### config.mk
export PLATFORM = sky130hd
export DESIGN_NAME = gpio56_top
export DESIGN_NICKNAME = d
export VERILOG_FILES = /design/src/design/gpio56_pkg.sv /design/src/design/gpio56_top.sv /design/src/design/pin_sync.sv /design/src/design/pin5_mux.sv
export SDC_FILE = /design/constraint.sdc
export NUM_CORES = 1
export LEC_CHECK = 0
export BUFFER_PORTS_ARGS = -buffer_cell sky130_fd_sc_hd__buf_2
export CAP_MARGIN = 25
export CORE_MARGIN = 1
export CORE_UTILIZATION = 50
export CTS_CLUSTER_SIZE = 25
export DETAILED_ROUTE_END_ITERATION = 12
export PLACE_DENSITY = 0.76
export REMOVE_ABC_BUFFERS = 1
export SYNTH_ARGS = -nofsm -noshare
export SYNTH_HDL_FRONTEND = slang
export SYNTH_SLANG_ARGS = --single-unit
export TNS_END_PERCENT = 100
### constraint.sdc
create_clock -name clk_sys -period 1.3 [get_ports clk_sys]
set_input_delay 0.195 -clock clk_sys [delete_from_list [all_inputs] [get_ports clk_sys]]
set_output_delay 0.195 -clock clk_sys [all_outputs]
set_load 0.05 [all_outputs]
### src/design/gpio56_pkg.sv
//==========================================================================
// Shared constants and carriers of the port 5 / port 6 block
//==========================================================================
package gpio56_pkg;

    // Widths
    localparam int ADDR_W = 8;              // Register address width
    localparam int DATA_W = 8;              // Register data width
    localparam int P5_W = 3;                // Pins of the 3-bit port
    localparam int P6_W = 8;                // Pins of the 8-bit port
    localparam int RSVD_W = DATA_W - P5_W;  // Reserved upper bits, port 5

    // Register offsets
    localparam logic [ADDR_W-1:0] OFF_P5_DIR = 8'h00;   // port5_direction
    localparam logic [ADDR_W-1:0] OFF_P5_OUT = 8'h01;   // port5_out_latch
    localparam logic [ADDR_W-1:0] OFF_P6_DIR = 8'h02;   // port6_direction
    localparam logic [ADDR_W-1:0] OFF_P6_OUT = 8'h03;   // port6_out_latch
    localparam logic [ADDR_W-1:0] OFF_LEVEL = 8'h04;    // Input level select
    localparam logic [ADDR_W-1:0] OFF_PINSEL = 8'h05;   // serial_pin_select_reg

    // Field positions
    localparam int LEVEL_LSB = 0;           // input_level_sel_lo position
    localparam int LEVEL_MSB = 1;           // input_level_sel_hi position
    localparam int PINSEL_BIT = 0;          // serial_pin_select position
    localparam int PIN_CLK = 2;             // Clock / I2C clock pin
    localparam int PIN_RX = 1;              // Alternate receive pin
    localparam int PIN_TX = 0;              // Alternate transmit pin

    // Values after reset and fixed read values
    localparam logic [P5_W-1:0] RST_P5_DIR = 3'h0;
    localparam logic [P5_W-1:0] RST_P5_OUT = 3'h0;
    localparam logic [RSVD_W-1:0] P5_RSVD = 5'h1F;      // Reserved, all ones
    localparam logic [P6_W-1:0] RST_P6_DIR = 8'h00;
    localparam logic [P6_W-1:0] RST_P6_OUT = 8'h00;
    localparam logic RST_PINSEL = 1'h0;
    localparam logic [DATA_W-1:0] WO_READ = 8'hFF;      // Write-only readback
    localparam logic [DATA_W-1:0] NO_READ = 8'h00;      // Unmapped / idle

    // Input level of the 8-bit port
    typedef enum logic [1:0] {
        LEVEL_STD = 2'h0,                   // Standard input level
        LEVEL_1 = 2'h1,                     // Input level 1
        LEVEL_2 = 2'h2,                     // Input level 2
        LEVEL_3 = 2'h3                      // Input level 3
    } level_type;
    localparam level_type RST_LEVEL = LEVEL_STD;

    // Register port request
    typedef struct packed {
        logic wr;                           // Write strobe
        logic rd;                           // Read strobe
        logic [ADDR_W-1:0] addr;            // Register offset
        logic [DATA_W-1:0] wdata;           // Write data
    } bus_req_type;

    // Controls coming from the serial and I2C peripherals
    typedef struct packed {
        logic i2c_on;                       // I2C channel 0 enabled
        logic sci_clk_in_sel;               // Serial external clock in
        logic sci_clk_out_sel;              // Serial clock out
        logic sync_mode;                    // Serial synchronous mode
        logic rx_on;                        // Serial receive enable
        logic tx_on;                        // Serial transmit enable
        logic scl_pull_low;                 // I2C wants clock line low
        logic sci_clk_out;                  // Serial clock to drive
        logic sci_tx;                       // Serial transmit data
    } periph_ctl_type;

    // Pin levels handed to the peripherals
    typedef struct packed {
        logic i2c0_clock_line;              // Clock line level to I2C
        logic alt_serial_clock;             // External clock to serial
        logic alt_serial_rx;                // Receive data to serial
    } periph_in_type;

    // Drive of the 3-bit port pins
    typedef struct packed {
        logic [P5_W-1:0] out;               // Pin output level
        logic [P5_W-1:0] oe;                // Pin output enable
    } p5_drive_type;

endpackage : gpio56_pkg

### src/design/gpio56_top.sv
// Decided for this implementation: the strobed register port and the register offsets.
`timescale 1ns/100ps
//==========================================================================
// General-purpose ports 5 and 6 with port 5 pin multiplexing
//==========================================================================
// Functional notes
// [RULE_01] Port 5 latch drives general outputs, resets 0
// [RULE_02] Port 5 output pins read back latch
// [RULE_03] Port 5 input pins read sampled level
// [RULE_04] Port 5 bits 7..3 reserved, all ones
// [RULE_05] Pin 2 I2C clock when enabled, no select
// [RULE_06] Pin 2 serial clock in/out when selected
// [RULE_07] Software clears serial clock bits before I2C
// [RULE_08] Pin 1 serial receive when selected and enabled
// [RULE_09] Pin 0 serial transmit when selected and enabled
// [RULE_10] Port 6 direction write-only, resets 0
// [RULE_11] Port 6 latch read/write, drives outputs
// [RULE_12] Port 6 output pins read back latch
// [RULE_13] Port 6 input pins read sampled level
// [RULE_14] Port 6 four selectable input levels, output
// [RULE_15] Port 5 direction write-only, resets 0
// [RULE_16] Input level field 00 standard to 11
// [RULE_17] Direction reads give ones; writes take effect
// [RULE_18] Pin reads pass a two-stage synchroniser
module gpio56_top
    import gpio56_pkg::*;
(
    input wire logic clk_sys,               // System clock, 100 MHz
    input wire logic nrst,                  // Async reset, active low
    input wire bus_req_type bus,            // Register request
    output logic [DATA_W-1:0] rdata,        // Read data, cycle after read
    input wire logic [P5_W-1:0] p5_in,      // Port 5 pin levels
    output p5_drive_type p5_drive,          // Port 5 pin drive
    input wire logic [P6_W-1:0] p6_in,      // Port 6 pin levels
    output logic [P6_W-1:0] p6_out,         // Port 6 pin output level
    output logic [P6_W-1:0] p6_oe,          // Port 6 pin output enable
    input wire periph_ctl_type periph_ctl,  // Peripheral controls
    output periph_in_type periph_in,        // Pin levels to peripherals
    output level_type input_level           // Port 6 input buffer level
);

    //======================================================================
    // State
    //======================================================================

    // All registered state of the block except the pin synchroniser stages
    typedef struct packed {
        logic [P5_W-1:0] p5_dir;            // port5_direction
        logic [P5_W-1:0] p5_out;            // port5_out_latch
        logic [P6_W-1:0] p6_dir;            // port6_direction
        logic [P6_W-1:0] p6_out;            // port6_out_latch
        level_type level;                   // Input level select
        logic pin_sel;                      // serial_pin_select
        logic [DATA_W-1:0] rdata;           // Read data register
        p5_drive_type p5_drive;             // Registered port 5 drive
        logic [P6_W-1:0] p6_pin_out;        // Registered port 6 level
        logic [P6_W-1:0] p6_pin_oe;         // Registered port 6 enable
        periph_in_type periph;              // Registered peripheral inputs
    } top_state_type;

    top_state_type state;                   // Registered state
    top_state_type next_state;              // Next state

    logic [P5_W-1:0] p5_level;              // Synchronised port 5 pins
    logic [P6_W-1:0] p6_level;              // Synchronised port 6 pins
    logic [P5_W-1:0] p5_read;               // Port 5 read value
    logic [P6_W-1:0] p6_read;               // Port 6 read value
    p5_drive_type next_p5_drive;            // Port 5 drive from the mux
    periph_in_type next_periph;             // Peripheral inputs from mux

    //======================================================================
    // Pin synchronisers
    //======================================================================

    // Port 5 pins into the clock domain
    pin_sync #(
        .WIDTH(P5_W)
    ) u_p5_sync (
        .clk_sys(clk_sys),
        .nrst(nrst),
        .pin_in(p5_in),
        .pin_sync_out(p5_level)             // [RULE_18]
    );

    // Port 6 pins into the clock domain
    pin_sync #(
        .WIDTH(P6_W)
    ) u_p6_sync (
        .clk_sys(clk_sys),
        .nrst(nrst),
        .pin_in(p6_in),
        .pin_sync_out(p6_level)             // [RULE_18]
    );

    //======================================================================
    // Port 5 function selection
    //======================================================================

    // Decide what drives each port 5 pin
    pin5_mux u_p5_mux (
        .serial_pin_select(state.pin_sel),
        .dir(state.p5_dir),
        .latch(state.p5_out),
        .ctl(periph_ctl),
        .pin_level(p5_level),
        .drive(next_p5_drive),
        .periph(next_periph)
    );

    //======================================================================
    // Port read values
    //======================================================================

    // Per pin: latch when output, sampled pin when input
    genvar gi;
    generate
        for (gi = 0; gi < P6_W; gi++) begin : g_p6_read
            assign p6_read[gi] = state.p6_dir[gi]
                ? state.p6_out[gi]          // [RULE_12]
                : p6_level[gi];             // [RULE_13]
        end
        for (gi = 0; gi < P5_W; gi++) begin : g_p5_read
            assign p5_read[gi] = state.p5_dir[gi]
                ? state.p5_out[gi]          // [RULE_02]
                : p5_level[gi];             // [RULE_03]
        end
    endgenerate

    //======================================================================
    // Next state
    //======================================================================

    // Register writes, read data and pin drive
    always_comb begin
        next_state = state;
        // Writes land on the edge that ends the write cycle
        if (bus.wr) begin
            unique case (bus.addr)
                OFF_P5_DIR: begin
                    next_state.p5_dir = bus.wdata[P5_W-1:0]; // [RULE_15]
                end
                OFF_P5_OUT: begin
                    // Reserved upper bits are not stored
                    next_state.p5_out = bus.wdata[P5_W-1:0]; // [RULE_01]
                end
                OFF_P6_DIR: begin
                    next_state.p6_dir = bus.wdata;           // [RULE_10]
                end
                OFF_P6_OUT: begin
                    next_state.p6_out = bus.wdata;           // [RULE_11]
                end
                OFF_LEVEL: begin
                    next_state.level =
                        level_type'(bus.wdata[LEVEL_MSB:LEVEL_LSB]); // [RULE_16]
                end
                OFF_PINSEL: begin
                    next_state.pin_sel = bus.wdata[PINSEL_BIT];
                end
                default: begin
                    // Unmapped write is ignored
                end
            endcase
        end
        // Read data stands only in the cycle after the read strobe
        next_state.rdata = NO_READ;
        if (bus.rd) begin
            unique case (bus.addr)
                OFF_P5_DIR: begin
                    next_state.rdata = WO_READ;              // [RULE_17]
                end
                OFF_P5_OUT: begin
                    next_state.rdata = {P5_RSVD, p5_read};   // [RULE_04]
                end
                OFF_P6_DIR: begin
                    next_state.rdata = WO_READ;              // [RULE_17]
                end
                OFF_P6_OUT: begin
                    next_state.rdata = p6_read;
                end
                OFF_LEVEL: begin
                    next_state.rdata = {6'h00, state.level};
                end
                OFF_PINSEL: begin
                    next_state.rdata = {7'h00, state.pin_sel};
                end
                default: begin
                    next_state.rdata = NO_READ;              // Unmapped
                end
            endcase
        end
        // Pin drive follows the registers one cycle later
        next_state.p5_drive = next_p5_drive;                 // [RULE_01]
        next_state.periph = next_periph;
        next_state.p6_pin_out = state.p6_out;                // [RULE_11]
        next_state.p6_pin_oe = state.p6_dir;                 // [RULE_10]
    end

    //======================================================================
    // State register
    //======================================================================

    // Reset to documented values, otherwise take next state
    always_ff @(posedge clk_sys or negedge nrst) begin
        if (!nrst) begin
            state.p5_dir <= RST_P5_DIR;                      // [RULE_15]
            state.p5_out <= RST_P5_OUT;                      // [RULE_01]
            state.p6_dir <= RST_P6_DIR;                      // [RULE_10]
            state.p6_out <= RST_P6_OUT;                      // [RULE_11]
            state.level <= RST_LEVEL;                        // [RULE_16]
            state.pin_sel <= RST_PINSEL;
            state.rdata <= NO_READ;
            state.p5_drive <= '0;
            state.p6_pin_out <= '0;
            state.p6_pin_oe <= '0;
            state.periph <= '1;                              // Idle high
        end else begin
            state <= next_state;
        end
    end

    //======================================================================
    // Outputs, all straight from flip-flops
    //======================================================================

    assign rdata = state.rdata;
    assign p5_drive = state.p5_drive;
    assign p6_out = state.p6_pin_out;
    assign p6_oe = state.p6_pin_oe;
    assign periph_in = state.periph;
    assign input_level = state.level;                        // [RULE_14]

endmodule : gpio56_top

### src/design/pin_sync.sv
`timescale 1ns/100ps
//==========================================================================
// Two-stage synchroniser for pin levels
//==========================================================================
module pin_sync
    import gpio56_pkg::*;
#(
    parameter int WIDTH = 8                 // Number of pins
) (
    input wire logic clk_sys,               // System clock
    input wire logic nrst,                  // Async reset, active low
    input wire logic [WIDTH-1:0] pin_in,    // Raw pin levels
    output logic [WIDTH-1:0] pin_sync_out   // Synchronised levels
);

    // Both stages as one state
    typedef struct packed {
        logic [WIDTH-1:0] meta;             // First stage, read by second
        logic [WIDTH-1:0] stable;           // Second stage
    } sync_state_type;

    sync_state_type state;                  // Registered state
    sync_state_type next_state;             // Next state

    // Shift pin levels through two stages
    always_comb begin
        next_state.meta = pin_in;
        next_state.stable = state.meta;
    end

    // Register the state
    always_ff @(posedge clk_sys or negedge nrst) begin
        if (!nrst) begin
            state <= '0;
        end else begin
            state <= next_state;
        end
    end

    assign pin_sync_out = state.stable;

endmodule : pin_sync

### src/design/pin5_mux.sv
`timescale 1ns/100ps
//==========================================================================
// Function selection of the 3-bit port pins
//==========================================================================
module pin5_mux
    import gpio56_pkg::*;
(
    input wire logic serial_pin_select,     // Serial pins moved to port 5
    input wire logic [P5_W-1:0] dir,        // port5_direction
    input wire logic [P5_W-1:0] latch,      // port5_out_latch
    input wire periph_ctl_type ctl,         // Peripheral controls
    input wire logic [P5_W-1:0] pin_level,  // Synchronised pin levels
    output p5_drive_type drive,             // Next pin drive
    output periph_in_type periph            // Next peripheral inputs
);

    // Pick the function of each pin
    always_comb begin
        drive.out = latch;                  // General output by default
        drive.oe = dir;
        periph.i2c0_clock_line = 1'b1;      // Idle high when not routed
        periph.alt_serial_clock = 1'b1;
        periph.alt_serial_rx = 1'b1;
        // Clock pin: serial clock has priority over I2C when selected
        if (serial_pin_select && ctl.sci_clk_in_sel) begin
            drive.oe[PIN_CLK] = 1'b0;       // External clock input [RULE_06]
            periph.alt_serial_clock = pin_level[PIN_CLK];
        end else if (serial_pin_select
                     && (ctl.sci_clk_out_sel || ctl.sync_mode)) begin
            drive.oe[PIN_CLK] = 1'b1;       // Clock output [RULE_06]
            drive.out[PIN_CLK] = ctl.sci_clk_out;
        end else if (ctl.i2c_on) begin
            // Open drain: only ever pulls low [RULE_05] [RULE_06] [RULE_07]
            drive.oe[PIN_CLK] = ctl.scl_pull_low;
            drive.out[PIN_CLK] = 1'b0;
            periph.i2c0_clock_line = pin_level[PIN_CLK];
        end
        // Receive pin
        if (serial_pin_select && ctl.rx_on) begin
            drive.oe[PIN_RX] = 1'b0;        // Receive data input [RULE_08]
            periph.alt_serial_rx = pin_level[PIN_RX];
        end
        // Transmit pin
        if (serial_pin_select && ctl.tx_on) begin
            drive.oe[PIN_TX] = 1'b1;        // Transmit data output [RULE_09]
            drive.out[PIN_TX] = ctl.sci_tx;
        end
    end

endmodule : pin5_mux

After elaboration in Yosys (flattened, before gate mapping)
Index checks and enable logic that the tools add are counted.

Equality and inequality tests: 5. Mux-type cells: 27. Reductions and logical operators: 13.

Operators by type and width (count): $pmux W8 S5 (1); $mux W1 (25); $eq A8 B2 Y1 const B (2); $eq A8 B3 Y1 const B (2); $reduce_and A2 Y1 (6); $eq A8 B1 Y1 const B (1); $logic_not A8 Y1 (1); $mux W8 (1); $logic_and A1 B1 Y1 (4); $reduce_or A2 Y1 (1); $logic_or A1 B1 Y1 (1).

Register bits: 80. Bits of input ports: 40.

Longest topological paths before layout
Gate-level depths: netlist of run 1.

Depth in word-level cells: 4. Gate-level depth with buffers: 4.

By module
From an unflattened synthesis of run 1, not the netlist that was laid out.

Cells, all modules: 203. Area total of the unflattened synthesis: 3047.9 um2.

By module, submodules not included: gpio56_top (instances 1, cells each 165, area each 2382.3 um2, seq. area each 1455.1 um2); pin_sync (u_p6_sync) (instances 1, cells each 16, area each 400.4 um2, seq. area each 400.4 um2); pin_sync (u_p5_sync) (instances 1, cells each 6, area each 150.1 um2, seq. area each 150.1 um2); pin5_mux (instances 1, cells each 16, area each 115.1 um2, seq. area each 0.0 um2).

Worst setup path before layout of run 1
No wires, ideal clock.

Kind: input port to flip-flop. Start point: input port bus[13] in the netlist's numbering. End point: register state (netlist bit next_state[10]). Library setup time: 0.125 ns. Arrival: 1.236 ns. Data required time: 1.175 ns. Setup slack: -0.060 ns. Stages: 3. Path buffers: 0. Cell sequence: nor4_4 > nand4_2 > mux2_2.

Longest elaborated chain between the ends: 2.

RTL lines: start: declaration (line gpio56_top.sv:30) `input wire bus_req_type bus,`; $eq A8 B2 Y1 (line gpio56_top.sv:138) `unique case (bus.addr)`; $reduce_and A2 Y1 (no line); end signal: assignment (line gpio56_top.sv:217) `state <= next_state;`; end: declaration (line gpio56_top.sv:61) `top_state_type state;`.

Every way passes these cells. A chain may end at the register's enable or synchronous reset.

Worst setup path after layout of run 1
Start point: register state (netlist bit periph_in[1]). End point: output port periph_in[1] in the netlist's numbering.

RTL lines: end: declaration (line gpio56_top.sv:38) `output periph_in_type periph_in,`.

No word-level cell between the ends.

==> results.md, run 1 <==
- Share of layout cells above drive strength 1: 0.4926
- DR WL/cell: about 15 um
- CTS H-tree depth: 3
- Post-Syn Area: a little under 3000 um2
- Area growth syn-to-layout: 22.58%
- Violation count after the first detailed-route iteration: 59
- Synth unique cells: 28
- Final worst path period share: 0.9483
- Met3 Track Usage GR: 0.05287
- Met1 Track Usage GR: 0.2065
- Vias: approximately 1700
- Largest net degree at the start of global routing: 52
- Crit-path cells: buf_4
- GR peak layer: met2
- CTS max path bufs: 2
- Commonest non-fill, non-tap cell in the layout: dfrtp_1
- Pre-Repair DR Iteration Count: 4
- Reg clk slew, reported paths: about 0.07 ns
- Crit. End Element: output port
- Grt total ovfl: 0
- Placed wire-length estimate: ~3600 um
- Nets: a little over 300
- Synth Instances: 195
- Post-synth top area share: 0.6476
- Syn avg cell area: about 15 um2
- RSZ-0062 raised after global routing: false
- DP Worst Slack: -0.2192 ns
- Fmax: 811.2 MHz
- CP max stage delay: approximately 0.52 ns
- CTS tree: done
- Top post-synthesis cells by area: dfrtp_1, mux2_2, buf_4
- Clock Latency Late Sink: 0.34 ns
- Hold Vio Cnt, Final: 0
- IO Count: 75
- Site row count: 27
- HP Class: input pin to flip-flop
- Synth area leader: dfrtp_1
- Global-route wire length before repair: approximately 8300 um
- Die width: about 79 um
- WS Path Type: flip-flop to output port
- Vias/cell: 4.916
- Clock sink count: 80
- Max_cap viols: 0
- Startpoint types: flip-flop
- Antenna-violating nets left: 0
- Largest fanout on the critical path: 1
- Worst endpoint required time: between 1 and 1.5 ns
- Initial antenna violation count: 0
- Cts bufs inserted: 9
- Sequential area share after synthesis: 0.6741
- Worst path bufs/invs: 1
- Die area: between 6000 and 7000 um2
- Drt drc: 0
- CTS root buffer: clkbuf_8
- Final setup violation count: 0
- Footprint of the multi-input gates: 694.4 um2
- Rel. slew slack: 0.7718
- Leak: ~0.0019 uW
- Total track usage: 0.1855
- Cell type of the slowest stage on the worst timing path: dfstp_2
- Status: completed
- Worst clock skew: 0.006278 ns
- Fillers: between 400 and 500
- Commonest cells after routing, fill and taps aside: dfrtp_1, buf_2, mux2_2
- Core ar.: about 5600 um2
- Worst EP arrival: 1.04 ns
- Placer congestion estimate: 0.8029
- # diodes: 0
- Fin. max-slew vios: 0
- Min cycle time layout: 1.233 ns
- Non-filler instance count after layout: ~340
- PortBufs: 74
- Syn. warnings: 0
- Vias in the first global route: ~1800
- Initial Util: 0.5306
- FF/Latch Area: 2006 um2
- Placed insts: roughly 320
- Top delay family on crit path: flip-flops
- PnR worst setup slack: slightly below 0.07 ns
- Met2 Track Usage GR: 0.3121
- P per Cell Area: ~1400 nW/um2
- #FFs+latches synth: 80
- Worst Tran Pin Value: around 0.34 ns
- Drt total wl: 5133 um
- Worst IR Drop VDD: ~0.70 mV
- Die Height: slightly below 80 um
- Design Power: approximately 5200 uW
==> flip-flops by register name, summed over array words and instances, names as in the netlist <==
signal                  flops
input_level                 2
next_state                 16
p5_drive                    6
p6_oe                       8
p6_out                      8
periph_in                   3
rdata                       8
state                       7
u_p5_sync.next_state        3
u_p5_sync.pin_sync_out      3
u_p6_sync.next_state        8
u_p6_sync.pin_sync_out      8
==> cells in the mapped netlist, drive strengths merged <==
library cell,count
o21a,1
dfstp,3
or2,1
a21oi,6
nor4,1
inv,2
a22o,2
nand3b,1
nor2b,3
nand2b,1
nand4b,2
a32o,1
nor2,1
buf,36
nand4,4
dfrtp,77
nand2,2
mux2,27
o22ai,1
mux2i,13
a21boi,2
nor3b,1
and2,1
nand3,3
o21ai,2
o32ai,1
==> stage by stage <==
stage          TNS, ns    util  hold slack, ns  cell area [um2]
3_3_place_gp    -3.516  0.5859        0.006904             3286
4_1_cts              0  0.6504        0.004722             3647
5_1_grt              0  0.6504         0.01101             3647
6_report             0  0.6504         0.02585             3647
3_5_place_dp    -5.091  0.5859        0.006659             3286
2_1_floorplan  -0.9651       -         -0.1006             2708
==> cell families after synthesis <==
group / Yosys count / share of synthesized area
compound gates: 16 / 0.03533
flops: 80 / 0.6741
simple gates: 21 / 0.05215
buf+inv: 38 / 0.09251
mux: 40 / 0.1459
==> timing repair <==
item / CTS / global route
gates resized for setup: 3 / 0
endpoints found under the setup margin: 3 / 0
endpoints found under the hold margin: 88 / 0
buffers inserted: 0 / 0
hold buffers: 12 / 0
==> per-layer routing <==
layer / vias up / wire length (um)
met5: - / 0
li1: 783 / -
met1: 847 / 2073
met3: 13 / 239
met2: 48 / 2691
met4: 0 / 129
==> worst paths after layout <==
path                                                       end                               from  slack (ns)  cells past startpoint
min reg2reg                u_p6_sync.pin_sync_out[6]$_DFF_PN0_  u_p6_sync.next_state[6]$_DFF_PN0_        0.35                      0
max reg2reg                              p5_drive[5]$_DFF_PN0_              state[33]$_DFFE_PN0P_        0.21                      3
max in group asynchronous            next_state[6]$_DFFE_PN0P_                               nrst        0.64                      3
min                                     periph_in[0]$_DFF_PN1_                      periph_ctl[4]        0.03                      2
min in group asynchronous    u_p5_sync.next_state[0]$_DFF_PN0_                               nrst        0.21                      2
max                                               periph_in[1]             periph_in[1]$_DFF_PN1_        0.07                      1
==> report_power, final <==
part / switching (uW) / internal, uW
Sequential: 51.8 / 2600
Combinational: 297 / 180
Clock: 830 / 1270
Total: 1180 / 4050
==> area by class of cell <==
cell class                      count  area share
Multi-Input combinational cell     77      0.1904
Clock buffer                       10     0.03499
Timing Repair Buffer               98      0.1688
Tap cell                           72     0.02470
Inverter                            2    0.002058
Clock inverter                      5     0.02916
Sequential cell                    80      0.5499
Power figures use the tool's default switching activity.
==> run 2, diff against run 1 <==
- REMOVE_ABC_BUFFERS: 1 -> default
==> run 2 against run 1 <==
Against the previous run: clock-buffer cell count increased by 1; maximum frequency decreased by 1.1%; flip-flop and latch count unchanged; combinational power decreased by 2%; sequential power about the same; critical path type unchanged; critical path depth unchanged; core utilization decreased by 0.58 points; via count decreased by 2.1%; first-iteration DRC count increased by 71%; die area unchanged; routed wire length decreased by 3.4%.
==> results.md, run 2 (synthesis results as in run 1) <==
- Clock power share: 0.388
- Post-CTS setup buffer count: 0
- Worst Tran Pin Value: between 0.4 and 0.5 ns
- Vias: about 1700
- IO Count: 75
- Global-route wire length before repair: roughly 8000 um
- Sw Share: 0.2331
- HP Class: input pin to flip-flop
- WS Path Type: flip-flop to output port
- Initial antenna violation count: 0
- Crit. End Element: output port
- Worst path bufs/invs: 1
- CP max stage delay: between 0.5 and 0.6 ns
- Fin util: 0.6446
- Area growth syn-to-layout: 21.49%
- Max_cap viols: 0
- Leak: 0.001878 uW
- Cell type of the slowest stage on the worst timing path: dfstp_2
- Fmax: 802.2 MHz
- Internal Power: around 3900 uW
- Max reg flops: 16
- Non-filler instance count after layout: around 340
- Largest net degree at the start of global routing: 81
- Die area: between 6000 and 7000 um2
- Cts bufs inserted: 9
- Site row count: 27
- Drt drc: 0
- Pre-Repair DR Iteration Count: 4
- PortBufs: 74
- Status: completed
- Min cycle time layout: 1.247 ns
- Clock Latency Late Sink: about 0.34 ns
- Hold slack final: 0.02142 ns
- Initial Util: 0.5306
- CTS root buffer: clkbuf_8
- Largest fanout on the critical path: 1
- DR WL/cell: approximately 14 um
- Fin. max-slew vios: 0
- Antenna-violating nets left: 0
- Final worst path period share: 0.9589
- Vias/cell: roughly 4.8
- RSZ-0062 raised after global routing: false
- Sw power: between 1000 and 1500 uW
- Share of layout cells above drive strength 1: 0.4926
- Top delay family on crit path: flip-flops
- Worst EP arrival: between 1 and 1.5 ns
- Die Height: between 70 and 80 um
- Clock sink count: 80
- Reg clk slew, reported paths: roughly 0.08 ns
- Worst IR Drop VDD: between 0.6 and 0.7 mV
- Syn Nets: roughly 240
- Total track usage: 0.1736
- Die width: 79.14 um
- Vias in the first global route: approximately 1700
- P per Cell Area: between 1000 and 1500 nW/um2
- Startpoint types: flip-flop
- Grt total ovfl: 0
- Commonest cells after routing, fill and taps aside: dfrtp_1, buf_2, mux2_2
- CTS H-tree depth: 3
- Hold Vio Cnt, Final: 0
- Design Power: around 5100 uW
- Violation count after the first detailed-route iteration: a little over 100
- Flop pwr share: 0.520
- Commonest non-fill, non-tap cell in the layout: dfrtp_1
- Combinational power share: 0.092
- Final setup violation count: 0
- Nets: 307
- Crit-path cells: buf_4
- Placed insts: 316
- Rel. slew slack: 0.7254
- Core ar.: 5608 um2
- CTS tree: done
- # diodes: 0
- Placed wire-length estimate: roughly 3500 um
- CTS max path bufs: 2
- Placer congestion estimate: between 0.7 and 0.8
- Worst clock skew: approximately 0.0076 ns
- Drt total wl: about 5000 um
- Worst endpoint required time: roughly 1.1 ns
[run 2: metal layers]
metal	part of all wire	wire, um	GRT usage
met1	0.44	2168	0.2174
met5	0	0	0
met2	0.49	2420	0.2664
met3	0.043	215	0.04023
met4	0.031	155	0.1218
[run 2: timing repair]
| action | CTS | global route |
|---|---|---|
| endpoints found under the setup margin | 3 | 0 |
| endpoints found under the hold margin | 88 | 0 |
| gates resized for setup | 3 | 0 |
| hold buffers | 12 | 0 |
[run 2: power by group through the flow]
stage	logic, uW	registers (uW)	clock network, uW
floorplan	304	2680	0
global placement	435	2690	0
detailed placement	441	2700	0
CTS	472	2650	2000
global route	501	2660	2110
finish	467	2650	1970
[run 2: area by class of cell]
type	count	area [um2]
multi-input cells	77	694.4
clock buffers	11	141.4
clock inverters	5	80.08
well taps	72	90.09
fillers	451	1993
repair buffers	97	595.6
flip-flops and latches	80	2006
inverters	2	7.507
[run 2: final timing paths]
check,from,end,slack [ns],depth (start not counted)
worst max-delay path,periph_in[0]$_DFF_PN1_,periph_in[0],0.05,1
worst min-delay path,periph_ctl[4],periph_in[0]$_DFF_PN1_,0.02,2
worst max register to register,state[33]$_DFFE_PN0P_,p5_drive[5]$_DFF_PN0_,0.22,3
worst min register to register,u_p5_sync.next_state[1]$_DFF_PN0_,u_p5_sync.pin_sync_out[1]$_DFF_PN0_,0.35,0
max in group asynchronous,nrst,periph_in[2]$_DFF_PN1_,0.54,3
min in group asynchronous,nrst,u_p5_sync.pin_sync_out[1]$_DFF_PN0_,0.40,3
[run 2: per-stage QoR]
stage                     TNS, ns  worst slack, ns  cell area (um2)
after floorplan           -0.9651         -0.06032             2975
after global placement     -2.522          -0.1274             3266
after detailed placement   -3.684          -0.1855             3266
after CTS                       0          0.03703             3615
after global routing            0          0.01687             3615
final                           0          0.05337             3615
==> run 3, diff against run 2 <==
- CTS_BUF_LIST: default -> sky130_fd_sc_hd__clkbuf_4 sky130_fd_sc_hd__clkbuf_8 sky130_fd_sc_hd__clkbuf_16
- RECOVER_POWER: default -> 50
==> run 3 against run 2 <==
Against the previous run: clock power barely moved; final cell count unchanged; critical endpoint unchanged; cell area shrank 0.14%; critical path type unchanged; non-clock buffer count did not move; sequential share of layout area increased by 0.077 points; flip-flop and latch count did not move; clock skew hardly changed; combinational power decreased by 1%; core utilization shrank 0.089 points; worst hold slack about the same.
==> results.md, run 3 (synthesis results as in run 1) <==
- Status: completed
- Clock Latency Late Sink: between 0.3 and 0.4 ns
- IO Count: 75
- Max reg flops: 16
- Vias/cell: ~4.8
- Clock sink count: 80
- Post-CTS setup buffer count: 0
- Sw power: 1187 uW
- Rel. slew slack: 0.5394
- Dpl cell area: approximately 3300 um2
- CTS tree: done
- Initial antenna violation count: 0
- Largest fanout on the critical path: 1
- Final setup violation count: 0
- Syn Nets: ~240
- Vias in the first global route: ~1700
- Die Height: around 79 um
- Total track usage: 0.1736
- CTS H-tree depth: 3
- Worst IR Drop VDD: between 0.6 and 0.7 mV
- DP Worst Slack: -0.1855 ns
- Placer congestion estimate: approximately 0.74
- Placed wire-length estimate: between 3000 and 4000 um
- DR WL/cell: 14.44 um
- Die area: about 6300 um2
- Pre-Repair DR Iteration Count: 4
- Cell type of the slowest stage on the worst timing path: dfstp_2
- HP Class: input pin to flip-flop
- Internal Power: just under 4000 uW
- Top delay family on crit path: flip-flops
- Max_cap viols: 0
- Drt total wl: 4967 um
- Fin. max-slew vios: 0
- Reg clk slew, reported paths: roughly 0.08 ns
- Setup Total Neg Slack: 0 ns
- P per Cell Area: approximately 1400 nW/um2
- CP max stage delay: 0.52 ns
- Min cycle time layout: 1.247 ns
- Worst EP arrival: 1.05 ns
- Initial Util: 0.5306
- Fillers: roughly 450
- Global-route wire length before repair: a little under 8000 um
- Nets: 307
- Antenna-violating nets left: 0
- Clock power share: 0.391
- PortBufs: 74
- Finished Cell Area: around 3600 um2
- Site row count: 27
- Final worst path period share: 0.9589
- Worst clock skew: approximately 0.0076 ns
- Crit-path cells: buf_4
- Flop pwr share: 0.518
- Share of layout cells above drive strength 1: 0.4963
- Startpoint types: flip-flop
- CTS root buffer: clkbuf_8
- Die width: approximately 80 um
- PnR worst setup slack: around 0.053 ns
- Area growth syn-to-layout: 21.32%
- Drt drc: 0
- Design Power: between 5000 and 6000 uW
- CTS max path bufs: 2
- Sw Share: 0.2326
- Crit. End Element: output port
- Commonest cells after routing, fill and taps aside: dfrtp_1, buf_2, mux2_2
- Commonest non-fill, non-tap cell in the layout: dfrtp_1
- Largest net degree at the start of global routing: 81
- RSZ-0062 raised after global routing: false
- Combinational power share: 0.091
- Grt total ovfl: 0
- Cts bufs inserted: 9
- WS Path Type: flip-flop to output port
- Worst path bufs/invs: 1
- Leak: 0.001878 uW
- # diodes: 0
- Hold Vio Cnt, Final: 0
- Core ar.: around 5600 um2
- Vias: ~1700
- Worst Tran Pin Value: about 0.7 ns
- Fin util: 0.6437
- Fmax: 802.2 MHz
- Violation count after the first detailed-route iteration: 99
- Worst endpoint required time: around 1.1 ns
[run 3: worst paths after layout]
| check | start | end | slack [ns] | depth (start not counted) |
|---|---|---|---|---|
| min in group asynchronous | nrst | u_p5_sync.pin_sync_out[1]$_DFF_PN0_ | 0.52 | 3 |
| max | periph_in[0]$_DFF_PN1_ | periph_in[0] | 0.05 | 1 |
| min | periph_ctl[4] | periph_in[0]$_DFF_PN1_ | 0.02 | 2 |
| max reg2reg | state[33]$_DFFE_PN0P_ | p5_drive[5]$_DFF_PN0_ | 0.22 | 3 |
| min reg2reg | u_p5_sync.next_state[1]$_DFF_PN0_ | u_p5_sync.pin_sync_out[1]$_DFF_PN0_ | 0.35 | 0 |
| max in group asynchronous | nrst | u_p6_sync.pin_sync_out[3]$_DFF_PN0_ | 0.30 | 3 |
[run 3: repair_timing]
| action | CTS | global route |
|---|---|---|
| hold buffers | 12 | 0 |
| hold endpoints to repair | 88 | 0 |
| resized for setup | 3 | 0 |
| endpoints found under the setup margin | 3 | 0 |
[run 3: routing by layer]
metal / share of wire / GRT usage / routed length [um]
met1: 0.44 / 0.2174 / 2175
met2: 0.49 / 0.2664 / 2421
met3: 0.043 / 0.04023 / 215
met4: 0.031 / 0.1218 / 155
met5: 0 / 0 / 0
[run 3: power by group through the flow]
| stage | registers [uW] | logic, uW | clock network, uW |
|---|---|---|---|
| floorplan | 2680 | 304 | 0 |
| global placement | 2690 | 435 | 0 |
| detailed placement | 2700 | 441 | 0 |
| CTS | 2650 | 472 | 2020 |
| global route | 2660 | 497 | 2130 |
| finish | 2650 | 462 | 2000 |
[run 3: stage by stage]
step | hold slack [ns] | std cells
floorplan | -0.1006 | 195
global placement | 0.2499 | 316
detailed placement | 0.2472 | 316
CTS | 0.004052 | 344
global route | 0.01862 | 344
finish | 0.02142 | 344
[run 3: cell type report]
class | instances | area, um2 | share of cell area
Clock buffer | 11 | 145.1 | 0.04021
Sequential cell | 80 | 2006 | 0.5556
Clock inverter | 5 | 80.08 | 0.02218
Tap cell | 72 | 90.09 | 0.02496
Multi-Input combinational cell | 77 | 694.4 | 0.1924
Timing Repair Buffer | 97 | 586.8 | 0.1626
Inverter | 2 | 7.507 | 0.002080
[run 3: worst reg2reg max path, stage by stage (launching register included)]
cell and delay, ns:
dfrtp_1 0.49, o21a_1 0.19, o21ai_0 0.09, a32o_1 0.21
